==> config.mk <==
export PLATFORM = sky130hd
export DESIGN_NAME = pmcm_manager
export DESIGN_NICKNAME = d
export VERILOG_FILES = /design/src/logic/pmcm_edge_det.v /design/src/logic/pmcm_io_latch.v /design/src/logic/pmcm_manager.v
export VERILOG_INCLUDE_DIRS = /design/src /design/src/logic
export SDC_FILE = /design/constraint.sdc
export NUM_CORES = 1
export LEC_CHECK = 0
export BUFFER_PORTS_ARGS = -buffer_cell sky130_fd_sc_hd__clkbuf_2
export CAP_MARGIN = 20
export CORE_MARGIN = 5
export CORE_UTILIZATION = 30
export DETAILED_ROUTE_END_ITERATION = 7
export SLEW_MARGIN = 40
export SYNTH_ARGS = -nofsm -noshare
export SYNTH_HDL_FRONTEND = slang
export SYNTH_HIERARCHICAL = 1
export SYNTH_SLANG_ARGS = --single-unit
==> constraint.sdc <==
create_clock -name i_ref_clk -period 2.2 [get_ports i_ref_clk]
set_clock_uncertainty 0.1 [all_clocks]
set_input_delay 0.22 -clock i_ref_clk [delete_from_list [all_inputs] [get_ports i_ref_clk]]
set_output_delay 0.22 -clock i_ref_clk [all_outputs]
set_load 0.05 [all_outputs]
==> src/logic/pmcm_map.vh <==
// Constants for the power-mode and clock manager.
// Assumes inclusion by bare name; definitions only.
`ifndef PMCM_MAP_VH
`define PMCM_MAP_VH
// Mode states, one-hot
`define PMCM_ST_ACTIVE   6'h01
`define PMCM_ST_IDLE     6'h02
`define PMCM_ST_STANDBY  6'h04
`define PMCM_ST_SHUTDOWN 6'h08
`define PMCM_ST_HELD     6'h10
`define PMCM_ST_WAKE     6'h20
// Software mode request codes
`define PMCM_REQ_NONE     2'h0
`define PMCM_REQ_IDLE     2'h1
`define PMCM_REQ_STANDBY  2'h2
`define PMCM_REQ_SHUTDOWN 2'h3
// Reset cause codes
`define PMCM_CAUSE_POR   2'h0
`define PMCM_CAUSE_PIN   2'h1
`define PMCM_CAUSE_WAKE  2'h2
// Slow clock source select
`define PMCM_LF_RC   2'h0
`define PMCM_LF_XTAL 2'h1
`define PMCM_LF_EXT  2'h2
// Fast clock source select
`define PMCM_HF_RC   1'b0
`define PMCM_HF_XTAL 1'b1
// Wake-to-active settle time, in ns, and cycles at 40 MHz
`define PMCM_CLK_PERIOD_NS 25
`define PMCM_WAKE_SETTLE_NS 100
`define PMCM_WAKE_CYCLES ((`PMCM_WAKE_SETTLE_NS + `PMCM_CLK_PERIOD_NS - 1) / `PMCM_CLK_PERIOD_NS)
`endif
==> src/logic/pmcm_edge_det.v <==
// Per-pin level change detector for shutdown wake pins.
// Assumes pin inputs synchronous to i_ref_clk.
`timescale 1ns/1ps
module pmcm_edge_det #(
	parameter N = 8
) (
	input  wire         i_ref_clk,  // Reference clock
	input  wire         i_rst,      // Async reset, high
	input  wire         i_arm,      // Capture reference levels
	input  wire [N-1:0] i_pins,     // Pin levels
	input  wire [N-1:0] i_en,       // Wake enable per pin
	output reg          o_change    // Change seen on an enabled pin
);
	reg [N-1:0] ref_lvl;
	wire [N-1:0] diff;
	genvar g;
	// Compare each pin against its reference
	generate
		for (g = 0; g < N; g = g + 1)
		begin : g_pin
			assign diff[g] = i_en[g] & (i_pins[g] ^ ref_lvl[g]);
		end
	endgenerate
	// Reference capture and change flag
	always @(posedge i_ref_clk or posedge i_rst)
	begin
		if (i_rst)
		begin
			ref_lvl  <= {N{1'b0}};
			o_change <= 1'b0;
		end
		else if (i_arm)
		begin
			ref_lvl  <= i_pins;
			o_change <= 1'b0;
		end
		else
		begin
			o_change <= |diff;
		end
	end
endmodule

==> src/logic/pmcm_io_latch.v <==
// Holding latch for general-purpose pin output state.
// Assumes the manager asserts i_hold across standby and shutdown.
`timescale 1ns/1ps
module pmcm_io_latch #(
	parameter N = 8
) (
	input  wire         i_ref_clk,  // Reference clock
	input  wire         i_rst,      // Async reset, high
	input  wire         i_hold,     // Freeze pins
	input  wire [N-1:0] i_out,      // Live pin value
	input  wire [N-1:0] i_oe_n,     // Live output enable, low drives
	output reg  [N-1:0] o_out,      // Pad value
	output reg  [N-1:0] o_oe_n      // Pad enable, low drives
);
	// Pass live values through unless held
	always @(posedge i_ref_clk or posedge i_rst)
	begin
		if (i_rst)
		begin
			o_out  <= {N{1'b0}};
			o_oe_n <= {N{1'b1}};
		end
		else if (!i_hold)
		begin
			o_out  <= i_out;
			o_oe_n <= i_oe_n;
		end
	end
endmodule

==> src/logic/pmcm_manager.v <==
// Power-mode and clock manager: mode sequencing, domain enables, clock selects.
// Assumes software request strobes are one-cycle pulses synchronous to i_ref_clk.
// Functional notes
// - Active runs core and enabled peripherals
// - Idle gates core; interrupt returns active
// - Standby keeps always-on; wake by pin/timer
// - Standby wake resumes; retained peripherals kept; code: first WAKE cycle resets, drops retention if from_standby was 0
// - All general pins latched in standby
// - Shutdown powers all off; pins hold
// - Shutdown pin change wakes as reset
// - Reset cause recorded and readable
// - Shutdown keeps only pins and flash
// - Retention per mode; memory kept standby
// - Fast clock runs active/idle only
// - Reset pin wakes from every mode
// - Fast clock selects RC or crystal
// - Radio only when crystal sources clock
// - Slow clock: RC, crystal or pin
// - Slow clock drives timer and resync
// - Slow clock out only RC/crystal
`timescale 1ns/1ps
`include "pmcm_map.vh"
module pmcm_manager #(
	parameter NPIN = 8
) (
	input  wire            i_ref_clk,        // Reference clock 40 MHz
	input  wire            i_rst,            // Power-on reset, async high
	input  wire            i_reset_pin,      // External reset pin, high asserted
	input  wire [1:0]      i_mode_req,       // Software mode request code
	input  wire            i_mode_req_vld,   // Request strobe
	input  wire            i_irq,            // Any interrupt event
	input  wire            i_ext_wake,       // External wake event
	input  wire            i_rtc_event,      // Real-time clock event
	input  wire            i_hf_sel,         // Fast clock source select
	input  wire [1:0]      i_lf_sel,         // Slow clock source select
	input  wire            i_lf_out_en,      // Drive slow clock on pin
	input  wire            i_radio_req,      // Software wants radio on
	input  wire            i_retain_en,      // Peripheral retention enable
	input  wire            i_slow_rc,        // Slow RC oscillator level
	input  wire            i_slow_xtal,      // Slow crystal level
	input  wire            i_slow_ext,       // External slow clock on pin
	input  wire [NPIN-1:0] i_pin_level,      // Pin input levels
	input  wire [NPIN-1:0] i_wake_en,        // Shutdown wake pin enables
	input  wire [NPIN-1:0] i_gpio_out,       // Live pin output value
	input  wire [NPIN-1:0] i_gpio_oe_n,      // Live pin enable, low drives
	output reg  [5:0]      o_mode,           // One-hot mode state
	output reg             o_cpu_clk_en,     // Core clock enable
	output reg             o_mem_clk_en,     // Core memory clock enable
	output reg             o_periph_clk_en,  // Peripheral clock enable
	output reg             o_main_pwr_en,    // Main domain power
	output reg             o_aon_pwr_en,     // Always-on domain power
	output reg             o_sram_retain,    // SRAM retention mode
	output reg             o_sram_pwr_en,    // SRAM power
	output reg             o_reg_retain,     // Register retention on
	output reg             o_periph_retain,  // Peripheral config retention
	output reg             o_cpu_resume,     // Pulse: resume from standby
	output reg             o_sys_reset,      // Internal reset to main domain
	output reg             o_fast_run,       // Main fast clock running
	output reg             o_fast_src,       // Main fast clock source
	output reg             o_fast_rc_en,     // Fast RC oscillator enable
	output reg             o_fast_xtal_en,   // Fast crystal oscillator enable
	output reg             o_radio_en,       // Radio permitted and on
	output reg             o_slow_run,       // Slow clock running
	output reg  [1:0]      o_slow_src,       // Slow clock source
	output reg             o_slow_clk,       // Slow system clock level
	output reg             o_rtc_en,         // Real-time clock enable
	output reg             o_rtimer_sync,    // Pulse: resync radio timer
	output reg             o_slow_out,       // Slow clock to pin
	output reg  [1:0]      o_reset_cause,    // Reset cause status
	output reg  [NPIN-1:0] o_pad_out,        // Pad output values
	output reg  [NPIN-1:0] o_pad_oe_n        // Pad enables, low drives
);
	localparam [5:0] ST_ACTIVE   = `PMCM_ST_ACTIVE;
	localparam [5:0] ST_IDLE     = `PMCM_ST_IDLE;
	localparam [5:0] ST_STANDBY  = `PMCM_ST_STANDBY;
	localparam [5:0] ST_SHUTDOWN = `PMCM_ST_SHUTDOWN;
	localparam [5:0] ST_HELD     = `PMCM_ST_HELD;
	localparam [5:0] ST_WAKE     = `PMCM_ST_WAKE;
	localparam integer WAKE_CYC_I = `PMCM_WAKE_CYCLES;
	localparam [3:0] WAKE_CYC    = WAKE_CYC_I[3:0];

	reg  [5:0]      state;
	reg  [5:0]      next_state;
	reg  [3:0]      wake_cnt;
	reg             from_standby;
	reg             hold_pins;
	reg             arm_wake;
	reg             pin_seen;
	wire            pin_change;
	wire [NPIN-1:0] lat_out;
	wire [NPIN-1:0] lat_oe_n;

	// Mode powers: one decode used for several outputs
	function is_run;
		input [5:0] s;
		begin
			is_run = (s == ST_ACTIVE) | (s == ST_IDLE);
		end
	endfunction

	// Shutdown wake pin change detector
	pmcm_edge_det #(.N(NPIN)) u_edge (
		.i_ref_clk (i_ref_clk),
		.i_rst     (i_rst),
		.i_arm     (arm_wake),
		.i_pins    (i_pin_level),
		.i_en      (i_wake_en),
		.o_change  (pin_change)
	);

	// Pin holding latch
	pmcm_io_latch #(.N(NPIN)) u_latch (
		.i_ref_clk (i_ref_clk),
		.i_rst     (i_rst),
		.i_hold    (hold_pins),
		.i_out     (i_gpio_out),
		.i_oe_n    (i_gpio_oe_n),
		.o_out     (lat_out),
		.o_oe_n    (lat_oe_n)
	);

	// Next mode
	always @*
	begin
		next_state = state;
		arm_wake   = 1'b0;
		case (state)
			ST_ACTIVE:
			begin
				if (i_reset_pin)
					next_state = ST_HELD;
				else if (i_mode_req_vld)
				begin
					case (i_mode_req)
						`PMCM_REQ_IDLE:     next_state = ST_IDLE;
						`PMCM_REQ_STANDBY:  next_state = ST_STANDBY;
						`PMCM_REQ_SHUTDOWN:
						begin
							next_state = ST_SHUTDOWN;
							arm_wake   = 1'b1;
						end
						default:            next_state = ST_ACTIVE;
					endcase
				end
			end
			ST_IDLE:
			begin
				if (i_reset_pin)
					next_state = ST_HELD;
				else if (i_irq)
					next_state = ST_ACTIVE;
			end
			ST_STANDBY:
			begin
				if (i_reset_pin)
					next_state = ST_HELD;
				else if (i_ext_wake | i_rtc_event)
					next_state = ST_WAKE;
			end
			ST_SHUTDOWN:
			begin
				if (i_reset_pin | pin_change)
					next_state = ST_HELD;
			end
			ST_HELD:
			begin
				if (!i_reset_pin)
					next_state = ST_WAKE;
			end
			ST_WAKE:
			begin
				if (i_reset_pin)
					next_state = ST_HELD;
				else if (wake_cnt == WAKE_CYC - 4'h1)
					next_state = ST_ACTIVE;
			end
			default: next_state = ST_ACTIVE;
		endcase
	end

	// Mode register, wake timer, resume origin, reset cause
	always @(posedge i_ref_clk or posedge i_rst)
	begin
		if (i_rst)
		begin
			state         <= ST_ACTIVE;
			wake_cnt      <= 4'h0;
			from_standby  <= 1'b0;
			pin_seen      <= 1'b0;
			o_reset_cause <= `PMCM_CAUSE_POR;
		end
		else
		begin
			state <= next_state;
			// Settle counter runs only while waking
			if (state == ST_WAKE)
				wake_cnt <= wake_cnt + 4'h1;
			else
				wake_cnt <= 4'h0;
			if (state == ST_STANDBY && next_state == ST_WAKE)
				from_standby <= 1'b1;
			else if (next_state == ST_HELD)
				from_standby <= 1'b0;
			// Cause fixed on entry to held reset; stale pin wake never reused
			if (next_state == ST_HELD && state != ST_HELD)
				pin_seen <= (state == ST_SHUTDOWN) & pin_change & ~i_reset_pin;
			if (state == ST_HELD && next_state == ST_WAKE)
				o_reset_cause <= pin_seen ? `PMCM_CAUSE_WAKE : `PMCM_CAUSE_PIN;
		end
	end

	// Domain, clock and retention controls from the next mode
	always @(posedge i_ref_clk or posedge i_rst)
	begin
		if (i_rst)
		begin
			o_mode          <= ST_ACTIVE;
			o_cpu_clk_en    <= 1'b1;
			o_mem_clk_en    <= 1'b1;
			o_periph_clk_en <= 1'b1;
			o_main_pwr_en   <= 1'b1;
			o_aon_pwr_en    <= 1'b1;
			o_sram_retain   <= 1'b0;
			o_sram_pwr_en   <= 1'b1;
			o_reg_retain    <= 1'b1;
			o_periph_retain <= 1'b0;
			o_cpu_resume    <= 1'b0;
			o_sys_reset     <= 1'b0;
			o_fast_run      <= 1'b1;
			o_fast_src      <= `PMCM_HF_RC;
			o_fast_rc_en    <= 1'b1;
			o_fast_xtal_en  <= 1'b0;
			o_radio_en      <= 1'b0;
			o_slow_run      <= 1'b1;
			o_slow_src      <= `PMCM_LF_RC;
			o_rtc_en        <= 1'b1;
			o_rtimer_sync   <= 1'b0;
			hold_pins       <= 1'b0;
		end
		else
		begin
			o_mode          <= next_state;
			o_cpu_clk_en    <= (next_state == ST_ACTIVE);
			o_mem_clk_en    <= (next_state == ST_ACTIVE);
			o_periph_clk_en <= is_run(next_state);
			o_main_pwr_en   <= is_run(next_state) | (next_state == ST_WAKE);
			o_aon_pwr_en    <= (next_state != ST_SHUTDOWN) & (next_state != ST_HELD);
			o_sram_retain   <= (next_state == ST_STANDBY);
			o_sram_pwr_en   <= is_run(next_state) | (next_state == ST_STANDBY) |
				(next_state == ST_WAKE & from_standby);
			o_reg_retain    <= is_run(next_state) | (next_state == ST_STANDBY) |
				(next_state == ST_WAKE & from_standby);
			o_periph_retain <= i_retain_en & ((next_state == ST_STANDBY) |
				(next_state == ST_WAKE & from_standby));
			o_cpu_resume    <= (state == ST_WAKE) & (next_state == ST_ACTIVE) & from_standby;
			o_sys_reset     <= (next_state == ST_HELD) | (next_state == ST_SHUTDOWN) |
				(next_state == ST_WAKE & ~from_standby);
			o_fast_run      <= is_run(next_state);
			o_fast_src      <= i_hf_sel;
			o_fast_rc_en    <= is_run(next_state) & (i_hf_sel == `PMCM_HF_RC);
			o_fast_xtal_en  <= is_run(next_state) & (i_hf_sel == `PMCM_HF_XTAL);
			o_radio_en      <= i_radio_req & is_run(next_state) & (i_hf_sel == `PMCM_HF_XTAL);
			o_slow_run      <= is_run(next_state) | (next_state == ST_STANDBY) | (next_state == ST_WAKE);
			o_slow_src      <= i_lf_sel;
			o_rtc_en        <= (next_state != ST_SHUTDOWN) & (next_state != ST_HELD);
			o_rtimer_sync   <= ((state == ST_ACTIVE) & (next_state == ST_STANDBY)) |
				((state == ST_WAKE) & (next_state == ST_ACTIVE) & from_standby);
			hold_pins       <= (next_state == ST_STANDBY) | (next_state == ST_SHUTDOWN) |
				((next_state == ST_HELD) & (state == ST_SHUTDOWN)) |
				(hold_pins & (next_state == ST_HELD));
		end
	end

	// Slow clock mux, slow clock output and pads
	always @(posedge i_ref_clk or posedge i_rst)
	begin
		if (i_rst)
		begin
			o_slow_clk <= 1'b0;
			o_slow_out <= 1'b0;
			o_pad_out  <= {NPIN{1'b0}};
			o_pad_oe_n <= {NPIN{1'b1}};
		end
		else
		begin
			case (o_slow_src)
				`PMCM_LF_RC:   o_slow_clk <= i_slow_rc & o_slow_run;
				`PMCM_LF_XTAL: o_slow_clk <= i_slow_xtal & o_slow_run;
				`PMCM_LF_EXT:  o_slow_clk <= i_slow_ext & o_slow_run;
				default:       o_slow_clk <= 1'b0;
			endcase
			o_slow_out <= i_lf_out_en & o_slow_run & (o_slow_src != `PMCM_LF_EXT) &
				(o_slow_src == `PMCM_LF_RC ? i_slow_rc : i_slow_xtal);
			o_pad_out  <= lat_out;
			o_pad_oe_n <= lat_oe_n;
		end
	end
endmodule

==> results.md, run 1 <==
- R2r endpoint: o_cpu_resume
- Core Box Area: 10,300 sq um
- Leak pwr: 2.01 nW
- Yosys reg bits: 75
- Top_reg_cell synth: dfrtp_1
- DRT Pass-1 Iters: 4
- Grt peak-use layer: met2
- Top-area cell type share of the netlist area: between 40 and 50%
- FF-to-FF setup slack: between 0.1 and 0.15 ns
- Routed WL per cell: 14.0 microns
- Die Ht: between 100 and 150 microns
- Crit path required time: 2.37 ns
- CTS tree: built
- Hold path cells: 2
- Port bufs: 96
- Placed Instances: about 460
- Clk pin slew, worst setup/hold paths: about 0.080 ns
- Hold Crit Endpoint: u_latch/o_out[3]
- Shortest period the worst path allows: 2.07 ns
- Synth warnings: 6
- Post-synth EDFFs: 0
- First-pass GRT wire length: 11.5 mm
- Avg Inst Size Synth: roughly 14 sq um
- Initial antenna violation count: 0
- P&R area growth vs syn: 31.9%
- CTS Buf Count: 9
- Post-synthesis cell area: 3180 sq um
- Synth cell types: 59
- I/O pin count: 97
- Slew HR: between 50% and 60%
- PwrDens: 1170 nW/um^2
- CP max FO: 8
- Routed Antenna Nets: 0
- Setup TNS: 0 ns
- Global Route met1 Usage: 14.9%
- Vias in the first global route: 2,337
- FILL cells: 976
- Met3 global-route usage: approximately 4.3%
- Max-cap violations: 0
- GRT Overall Usage: 11.4%
- Most numerous cell in the Yosys netlist: dfrtp_1
- Slew Limit Fails: 0
- Finished Layout Cells: 491
- Reg-to-reg startpoint: o_mode[1]
- HP Class: primary input to flop
- Cell taking the most area after synthesis: dfrtp_1
- Hold Crit Start: i_gpio_out[3]
- Detailed placer's ending HPWL: approximately 5.3 mm
- Initial Util: 30.8%
- Peak supply drop: 0.616 mV
- Share of cells above drive strength 1: 51.5%
- Antenna cells: 0
- R2R depth: 6
- Synth async-reset ratio: between 90% and 100%
- Worst slew pin tran: 0.633 ns
- Setup violations, final: 0
- Routed via count: 2,183
- Startpoint class of the critical path: flop
- Synthesized Nets: around 290
- Num Clock Sinks: between 70 and 80
- Nets: 405
- CP Class: flop to flop
- Crit path capture type: flop
- Final wirelength: 6.89 mm
- Synth top area cells: dfrtp_1, dfstp_2, mux2_2, mux2_4, xor2_1
- Root Driver: clkbuf_8
- Most frequent cells after synthesis: dfrtp_1, dfstp_2, nor2_1
- Routability cong.: 0.813
- Post-synthesis instance total: 230
- Max frequency: 483 MHz
- WP data arrival: 2.25 ns
- Drt drc: 0
- Final worst-path cycle share: between 90% and 100%
- Vias per cell: 4.45
- Die width: 113 microns
- RSZ-0062 raised after global routing: false
- Congestion Overflow GR: 0
- Largest net degree at the start of global routing: 26
- Initial DRC Count: 52
- Register area share after synthesis: 60.0%
- Status: completed
- Cell Rows: 37
- Clk_lat worst skew: 0.33 ns
- Max clock buf depth: 2
- Total Die Area: 12,700 sq um
- H-tree levels: 3
- Final Hold Vio Count: 0
- GR Util met2: 17.8%
-- power by group --
part,total [W],internal (W),switching [W]
Combinational,0.00180,0.000605,0.00120
Sequential,0.00197,0.00175,0.000215
Clock,0.00114,0.000641,0.000498
-- state kept, by name, indices dropped and copies added (netlist names), 2 cells and up --
name / flops
o_mode: 6
o_pad_oe_n: 8
o_pad_out: 8
o_reset_cause: 2
o_slow_src: 2
u_edge/ref_lvl: 8
u_latch/o_oe_n: 8
u_latch/o_out: 8
wake_cnt: 4
-- stage by stage --
stage                     util [%]  instance area (sq um)  total power (W)  hold WS [ns]  setup slack, ns
after floorplan                  -                   3180          0.00339       -0.0521          0.00365
after global placement        36.8                   3800          0.00377         0.119            0.116
after detailed placement      36.8                   3800          0.00378         0.117            0.114
after CTS                     40.3                   4160          0.00498      0.000199           0.0947
after global routing          40.6                   4190          0.00518       0.00137           0.0338
final                         40.6                   4190          0.00491        0.0208            0.128
-- critical path, cell delays in order (launching register included) --
cell and delay (ns):
dfrtp_2 0.48, nor4_4 0.30, buf_4 0.17, nand3b_2 0.16
o32a_1 0.40, o311ai_1 0.17, and3_1 0.22
-- kinds of logic (layout without fill, tap and decap cells) --
family	after synthesis	after routing	synth area share (%)
AO/OA/AOI/OAI	32	32	9.10
AND/OR/NAND/NOR	57	57	10.7
XOR/XNOR	12	12	3.31
flip-flops	75	75	60.0
adder cells (fa/ha/maj)	5	5	1.97
multiplexers	27	27	10.7
buffers and inverters	22	147	4.18
-- final cells by class --
type	count	area [sq um]	area share [%]
Clock inverter	6	90.1	2.15
Multi-Input combinational cell	133	1140	27.1
Tap cell	136	170	4.06
Sequential cell	75	1910	45.7
Timing Repair Buffer	120	711	17.0
Clock buffer	10	128	3.05
Inverter	11	41.3	0.986
-- worst max path at each step --
stage | endpoint | start | slack, ns | depth (start not counted)
floorplan | u_edge/ref_lvl[0] | o_mode[4] | 0.004 | 7
global placement | o_periph_retain | o_mode[1] | 0.12 | 6
detailed placement | o_periph_retain | o_mode[1] | 0.11 | 6
CTS | o_periph_retain | o_mode[1] | 0.09 | 6
global route | u_edge/ref_lvl[1] | o_mode[5] | 0.03 | 6
finish | o_cpu_resume | o_mode[1] | 0.13 | 6
-- placed cells by master (no fill, tap or decap), types with 8 or more instances in the layout --
master         synthesis  routed
nor2_1                16      16
buf_4                  4       8
dlygate4sd3_1          0      15
clkbuf_2               0      96
mux2_2                15      15
inv_1                 11      10
xor2_1                10      10
mux2_4                10      10
dfrtp_1               51      46
nand2_1                8       8
dfstp_2               24      24
clkbuf_8               0       9
-- metal layers --
layer  up-vias  wire length (microns)
met4         0                     61
met2        83                   3140
met3         7                    569
li1       1054                      -
met5         -                      0
met1      1039                   3110
-- what timing repair did --
action,4_1_cts,5_1_grt
hold endpoints to repair,51,1
setup endpoints to repair,0,5
gates resized for setup,0,0
hold buffers,14,1
setup buffers,0,1
(Power assumes the default switching activity.)
==> run 2, diff against run 1 <==
SYNTH_HIERARCHICAL = default   (was 1)
clock period = 1.7 ns   (was 2.2 ns; I/O delays follow)
==> run 2 against run 1 <==
Compared with the run above: the run now ends with setup timing left; fmax up 0.25%; critical path depth up 1; worst hold slack better by 0.025 ns; via count up 7.9%; first-iteration DRC count up 35%; sequential cell count unchanged; final cell count up 7.5%.
==> results.md, run 2 <==
- Largest net degree at the start of global routing: 26 (unchanged)
- Max clock buf depth: 2 (unchanged)
- Commonest non-fill, non-tap cell in the layout: clkbuf_2 (unchanged)
- Placed cell area: 3930 sq um (was 3800 sq um)
- Leak pwr: 2.25 nW (was 2.01 nW)
- Cell Rows: 36 (was 37)
- Die Ht: 110 microns (was 113 microns)
- Reg-to-reg startpoint: o_mode[2] (was o_mode[1])
- Most frequent cells after synthesis: dfrtp_1, mux2_2, dfstp_2 (was dfrtp_1, dfstp_2, nor2_1)
- WP data arrival: 2.20 ns (was 2.25 ns)
- Initial DRC Count: 70 (was 52)
- Max frequency: 484 MHz (was 483 MHz)
- Initial antenna violation count: 0 (unchanged)
- Port bufs: 96 (unchanged)
- Yosys reg bits: 75 (unchanged)
- Startpoint class of the critical path: flop (unchanged)
- First-pass GRT wire length: 11.6 mm (was 11.5 mm)
- Initial Util: 30.6% (was 30.8%)
- Congestion Overflow GR: 0 (unchanged)
- Routed WL per cell: 14.0 microns (about the same)
- Clk_lat worst skew: 0.33 ns (about the same)
- Pre-CTS setup slack: -0.342 ns (was 0.114 ns)
- Routed via count: 2,355 (was 2,183)
- FILL cells: 900 (was 976)
- CTS Buf Count: 9 (unchanged)
- Max-cap violations: 0 (unchanged)
- Final Cell Area: 4690 sq um (was 4190 sq um)
- DRT Pass-1 Iters: 4 (unchanged)
- FF+latch area: 1910 sq um (about the same)
- P&R area growth vs syn: 56.8% (was 31.9%)
- Cell taking the most area after synthesis: dfrtp_1 (unchanged)
- Status: complete, but fails checks (was completed)
- Share of cells above drive strength 1: 58.2% (was 51.5%)
- Synth cell types: 50 (was 59)
- Nets: 445 (was 405)
- H-tree levels: 3 (unchanged)
- Synth warnings: 0 (was 6)
- Synthesized Nets: 275 (was 285)
- Num Clock Sinks: 75 (unchanged)
- Worst slew pin tran: 0.598 ns (was 0.633 ns)
- Clk pin slew, worst setup/hold paths: 0.08 ns (about the same)
- Final Hold Vio Count: 0 (unchanged)
- Failing checks: setup timing
- Top-area cell type share of the netlist area: 42.6% (was 40.2%)
- Shortest period the worst path allows: 2.07 ns (about the same)
- RSZ-0062 raised after global routing: true (was false)
- Crit path required time: 1.83 ns (was 2.37 ns)
- Slew Limit Fails: 0 (unchanged)
- Routed Antenna Nets: 0 (unchanged)
- Avg Inst Size Synth: 13.6 sq um (was 13.8 sq um)
- PwrDens: 1630 nW/um^2 (was 1170 nW/um^2)
- Antenna cells: 0 (unchanged)
- CTS tree: built (unchanged)
- Synth top area cells: dfrtp_1, dfstp_2, mux2_2, xor2_1, ha_1 (was dfrtp_1, dfstp_2, mux2_2, mux2_4, xor2_1)
- Register area share after synthesis: 63.7% (was 60.0%)
- Drt drc: 0 (unchanged)
- Post-synth EDFFs: 0 (unchanged)
- Post-synthesis cell area: 2990 sq um (was 3180 sq um)
- Most numerous cell in the Yosys netlist: dfrtp_1 (unchanged)
- Multi-input logic area: 1150 sq um (was 1140 sq um)
- Synth async-reset ratio: 100% (unchanged)
- Detailed placer's ending HPWL: 5.30 mm (about the same)
- Die width: 110 microns (was 113 microns)
- Final worst-path cycle share: 122% (was 94.2%)
- Hold Crit Start: i_slow_xtal (was i_gpio_out[3])
- CP max FO: 8 (unchanged)
- Vias per cell: 4.46 (was 4.45)
- Worst Hold Slack: 0.0453 ns (was 0.0208 ns)
- Total Die Area: 12,100 sq um (was 12,700 sq um)
- Slew HR: 59.8% (was 57.7%)
- Fin util: 48.0% (was 40.6%)
- Routability cong.: 0.795 (was 0.813)
- HP Class: primary input to flop (unchanged)
- Hold path cells: 3 (was 2)
- Top_reg_cell synth: dfrtp_1 (unchanged)
- Root Driver: clkbuf_8 (unchanged)
- Vias in the first global route: 2,467 (was 2,337)
- Final wirelength: 7.42 mm (was 6.89 mm)
- R2R depth: 7 (was 6)
- Hold Crit Endpoint: o_slow_out (was u_latch/o_out[3])
- Setup violations, final: 33 (was 0)
- Core Box Area: 9770 sq um (was 10,300 sq um)
- FF-to-FF setup slack: -0.37 ns (was 0.13 ns)
- I/O pin count: 97 (unchanged)
- Setup ws final: -0.367 ns (was 0.128 ns)
- Peak supply drop: 1.00 mV (was 0.616 mV)
- CP Class: flop to flop (unchanged)
- R2r endpoint: o_sys_reset (was o_cpu_resume)
- Crit path capture type: flop (unchanged)
- Commonest cells after routing, fill and taps aside: clkbuf_2, dfrtp_1, dlygate4sd3_1, buf_4, dfstp_2 (was clkbuf_2, dfrtp_1, dfstp_2)
- GRT Overall Usage: 12.4% (was 11.4%)
- Post-synthesis instance total: 220 (was 230)
## run 2: logic make-up (layout without fill, tap and decap cells)
family	Yosys count	count (layout)	share of synthesized area, %
xor+xnor	10	10	2.93
mux	26	26	9.74
buf+inv	20	194	3.30
compound gates	34	34	8.40
simple gates	49	50	9.45
flops	75	75	63.7
fa+ha+maj	6	6	2.47
## run 2: area by class of cell
type	count	share of cell area, %
flip-flops and latches	75	40.7
multi-input cells	126	24.6
repair buffers	167	24.6
well taps	133	3.55
clock inverters	7	2.99
clock buffers	9	2.64
inverters	11	0.960
## run 2: repair_timing
item,4_1_cts,5_1_grt
cloned,1,0
setup buffers,2,4
hold buffers,32,0
gates resized for setup,13,17
pin swaps,1,5
setup endpoints to repair,33,38
endpoints found under the hold margin,36,0
## run 2: metal layers
layer | global-route usage, % | wire length (microns) | up-vias
li1 | - | - | 1115
met1 | 15.3 | 3120 | 1147
met2 | 20.3 | 3660 | 78
met3 | 3.52 | 494 | 15
met4 | 4.81 | 142 | 0
met5 | 0 | 0 | -
## run 2: worst max-delay path by stage
| stage | slack (ns) | cells after the start | end | startpoint |
|---|---|---|---|---|
| detailed placement | -0.34 | 5 | u_edge.ref_lvl[1] | o_mode[5] |
| global route | -0.47 | 7 | o_sys_reset | o_mode[2] |
| CTS | -0.34 | 5 | o_sys_reset | o_mode[5] |
| global placement | -0.32 | 5 | u_edge.ref_lvl[1] | o_mode[5] |
| floorplan | -0.43 | 5 | o_rtc_en | o_mode[5] |
| finish | -0.37 | 7 | o_sys_reset | o_mode[2] |
## run 2: metrics by stage
| step | instances | setup TNS [ns] | total power (W) |
|---|---|---|---|
| final | 528 | -8.05 | 0.00764 |
| after global placement | 473 | -7.04 | 0.00550 |
| after floorplan | 220 | -10.41 | 0.00472 |
| after CTS | 524 | -7.74 | 0.00756 |
| after global routing | 528 | -9.68 | 0.00804 |
| after detailed placement | 473 | -7.53 | 0.00554 |
## run 2: power by group
| group | leakage, nW | total [W] | internal (W) | switching [W] |
|---|---|---|---|---|
| clock network | 0.125 | 0.00178 | 0.00112 | 0.000663 |
| logic | 1.24 | 0.00331 | 0.00128 | 0.00203 |
| registers | 0.887 | 0.00255 | 0.00233 | 0.000218 |
## run 2: worst max-delay path, stage by stage, from the launching register on
cell and delay, ns:
dfrtp_2 0.41, or4_4 0.56, buf_4 0.15, nor4_2 0.15, buf_4 0.16, a31oi_1 0.04, buf_4 0.19, and4_1 0.19
==> run 3, diff against run 2 <==
CELL_PAD_IN_SITES_DETAIL_PLACEMENT = 0   (was default)
CELL_PAD_IN_SITES_GLOBAL_PLACEMENT = 1   (was default)
PLACE_DENSITY_LB_ADDON = 0.1   (was default)
==> run 3 against run 2 <==
Compared with the run above: the flow still finishes with violations (setup timing); sequential share of layout area up 0.72 points; non-clock buffer count shrank 2; clock-buffer cell count rose by 2; combinational power hardly changed; via count down 3.1%; worst hold slack better by 0.010 ns; highest routed layer unchanged.
==> results.md, run 3 (synthesis gave the netlist of run 2 again) <==
- Status: complete, but fails checks (unchanged)
- Failing checks: setup timing (unchanged)
- Hold path cells: 3 (unchanged)
- Switch Pwr: 0.00292 W (was 0.00291 W)
- Initial Util: 30.6% (unchanged)
- RSZ-0062 raised after global routing: true (unchanged)
- Routed Antenna Nets: 0 (unchanged)
- Root Driver: clkbuf_8 (unchanged)
- PwrDens: 1530 nW/um^2 (was 1630 nW/um^2)
- Finished Layout Cells: 526 (was 528)
- Max clock buf depth: 2 (unchanged)
- Die width: 110 microns (unchanged)
- Drt drc: 0 (unchanged)
- GRT Overall Usage: 12.5% (was 12.4%)
- Slew HR: 67.1% (was 59.8%)
- Top delay family on crit path: simple AND/OR/NAND/NOR gates (unchanged)
- Switching share of power: 41.2% (was 38.1%)
- Core Box Area: 9770 sq um (unchanged)
- Startpoint class of the critical path: flop (unchanged)
- Setup ws final: -0.343 ns (was -0.367 ns)
- Total Die Area: 12,100 sq um (unchanged)
- Clk pin slew, worst setup/hold paths: 0.08 ns (about the same)
- Vias in the first global route: 2,338 (was 2,467)
- FF+latch area: 1910 sq um (unchanged)
- Gate power share: 46.3% (was 43.3%)
- Clock power frac: 17.6% (was 23.4%)
- P&R area growth vs syn: 54.1% (was 56.8%)
- Antenna cells: 0 (unchanged)
- Die Ht: 110 microns (unchanged)
- Placed Instances: 471 (was 473)
- Commonest cells after routing, fill and taps aside: clkbuf_2, dfrtp_1, dlygate4sd3_1 (was clkbuf_2, dfrtp_1, dlygate4sd3_1, buf_4, dfstp_2)
- Initial antenna violation count: 0 (unchanged)
- Final wirelength: 7.33 mm (was 7.42 mm)
- H-tree levels: 3 (unchanged)
- Congestion Overflow GR: 0 (unchanged)
- Shortest period the worst path allows: 2.04 ns (was 2.07 ns)
- CP Class: flop to flop (unchanged)
- Crit-path cells: buf_4, or4_4, buf_6, nor2b_4, and2_4, mux2_2 (was or4_4, buf_4, nor4_2, buf_4, a31oi_1, buf_4, and4_1)
- Largest net degree at the start of global routing: 30 (was 26)
- HP Class: primary input to flop (unchanged)
- Crit path capture type: flop (unchanged)
- Port bufs: 96 (unchanged)
- Commonest non-fill, non-tap cell in the layout: clkbuf_2 (unchanged)
- Initial DRC Count: 67 (was 70)
- Sequential share of power: 36.1% (was 33.3%)
- Routed via count: 2,281 (was 2,355)
- Slowest CP cell: or4_4 (unchanged)
- Nets: 443 (was 445)
- Final Hold Vio Count: 0 (unchanged)
- Leak pwr: 2.22 nW (was 2.25 nW)
- Clk_lat worst skew: 0.34 ns (was 0.33 ns)
- First-pass GRT wire length: 11.5 mm (was 11.6 mm)
- Max-cap violations: 0 (unchanged)
- CP max FO: 6 (was 8)
- DRT Pass-1 Iters: 4 (unchanged)
- Final worst-path cycle share: 120% (was 122%)
- Detailed placer's ending HPWL: 5.26 mm (was 5.30 mm)
- CP Depth: 6 (was 7)
- P_int: 0.00416 W (was 0.00473 W)
- CTS tree: built (unchanged)
- Multi-input logic area: 1170 sq um (was 1150 sq um)
- Crit path required time: 1.83 ns (about the same)
- Cell Rows: 36 (unchanged)
- WP data arrival: 2.18 ns (was 2.20 ns)
- Routed WL per cell: 13.9 microns (was 14.0 microns)
- Max frequency: 489 MHz (was 484 MHz)
- I/O pin count: 97 (unchanged)
- CP Buf/Inv Count: 2 (was 3)
- Worst Hold Slack: 0.0557 ns (was 0.0453 ns)
- Pre-CTS setup slack: -0.336 ns (was -0.342 ns)
- CTS Buf Count: 9 (unchanged)
- Setup violations, final: 32 (was 33)
- Slew Limit Fails: 0 (unchanged)
- Routability cong.: 0.712 (was 0.795)
- Share of cells above drive strength 1: 57.0% (was 58.2%)
- FILL cells: 951 (was 900)
- Peak supply drop: 0.849 mV (was 1.00 mV)
- Num Clock Sinks: 75 (unchanged)
- R2R depth: 6 (was 7)
- Worst slew pin tran: 0.493 ns (was 0.598 ns)
- Vias per cell: 4.34 (was 4.46)
- Slowest stage delay, CP: 0.44 ns (was 0.56 ns)
run 3: stage by stage:
stage               utilization, %  TNS (ns)  total power (W)  cell area, sq um
floorplan                        -    -10.41          0.00472              3060
global placement              40.1     -8.17          0.00551              3920
detailed placement            40.1     -7.49          0.00555              3920
CTS                           46.4     -7.92          0.00709              4540
global route                  47.2    -10.20          0.00749              4610
finish                        47.2     -8.05          0.00707              4610
run 3: cell type report:
cell class	count	area share (%)
well taps	133	3.61
multi-input cells	126	25.5
clock buffers	11	3.07
inverters	11	0.977
repair buffers	165	24.6
clock inverters	5	0.787
flip-flops and latches	75	41.5
run 3: per-layer routing:
metal,track usage [%],share of wire (%)
met2,19.9,49
met1,16.0,43
met3,3.52,6.8
met4,5.08,1.5
met5,0,0
run 3: timing repair:
action | 4_1_cts | 5_1_grt
gates cloned | 1 | 0
endpoints found under the setup margin | 32 | 37
gates resized for setup | 16 | 13
endpoints found under the hold margin | 51 | 0
buffers inserted | 4 | 2
hold buffers | 32 | 0
pin swaps | 5 | 2
run 3: path summary, 6_finish.rpt:
kind | start | slack (ns) | end
setup / recovery | o_mode[2] | -0.34 | o_reset_cause[1]
hold / removal | i_slow_xtal | 0.06 | o_slow_out
setup reg to reg | o_mode[2] | -0.34 | o_reset_cause[1]
hold reg to reg | u_latch.o_oe_n[0] | 0.27 | o_pad_oe_n[0]
max in group asynchronous | i_rst | 0.63 | o_reg_retain
min in group asynchronous | i_rst | 0.29 | u_latch.o_out[3]
run 3: power groups by stage:
stage | Combinational (W) | Clock [W] | Sequential (W)
floorplan | 0.00125 | 0 | 0.00347
global placement | 0.00294 | 0 | 0.00257
detailed placement | 0.00296 | 0 | 0.00259
CTS | 0.00322 | 0.00130 | 0.00256
global route | 0.00350 | 0.00139 | 0.00261
finish | 0.00328 | 0.00124 | 0.00255
run 3: tightest hold or removal path, stage by stage:
cell and delay [ns]:
clkbuf_2 0.09, mux2i_1 0.13, nor3_1 0.07
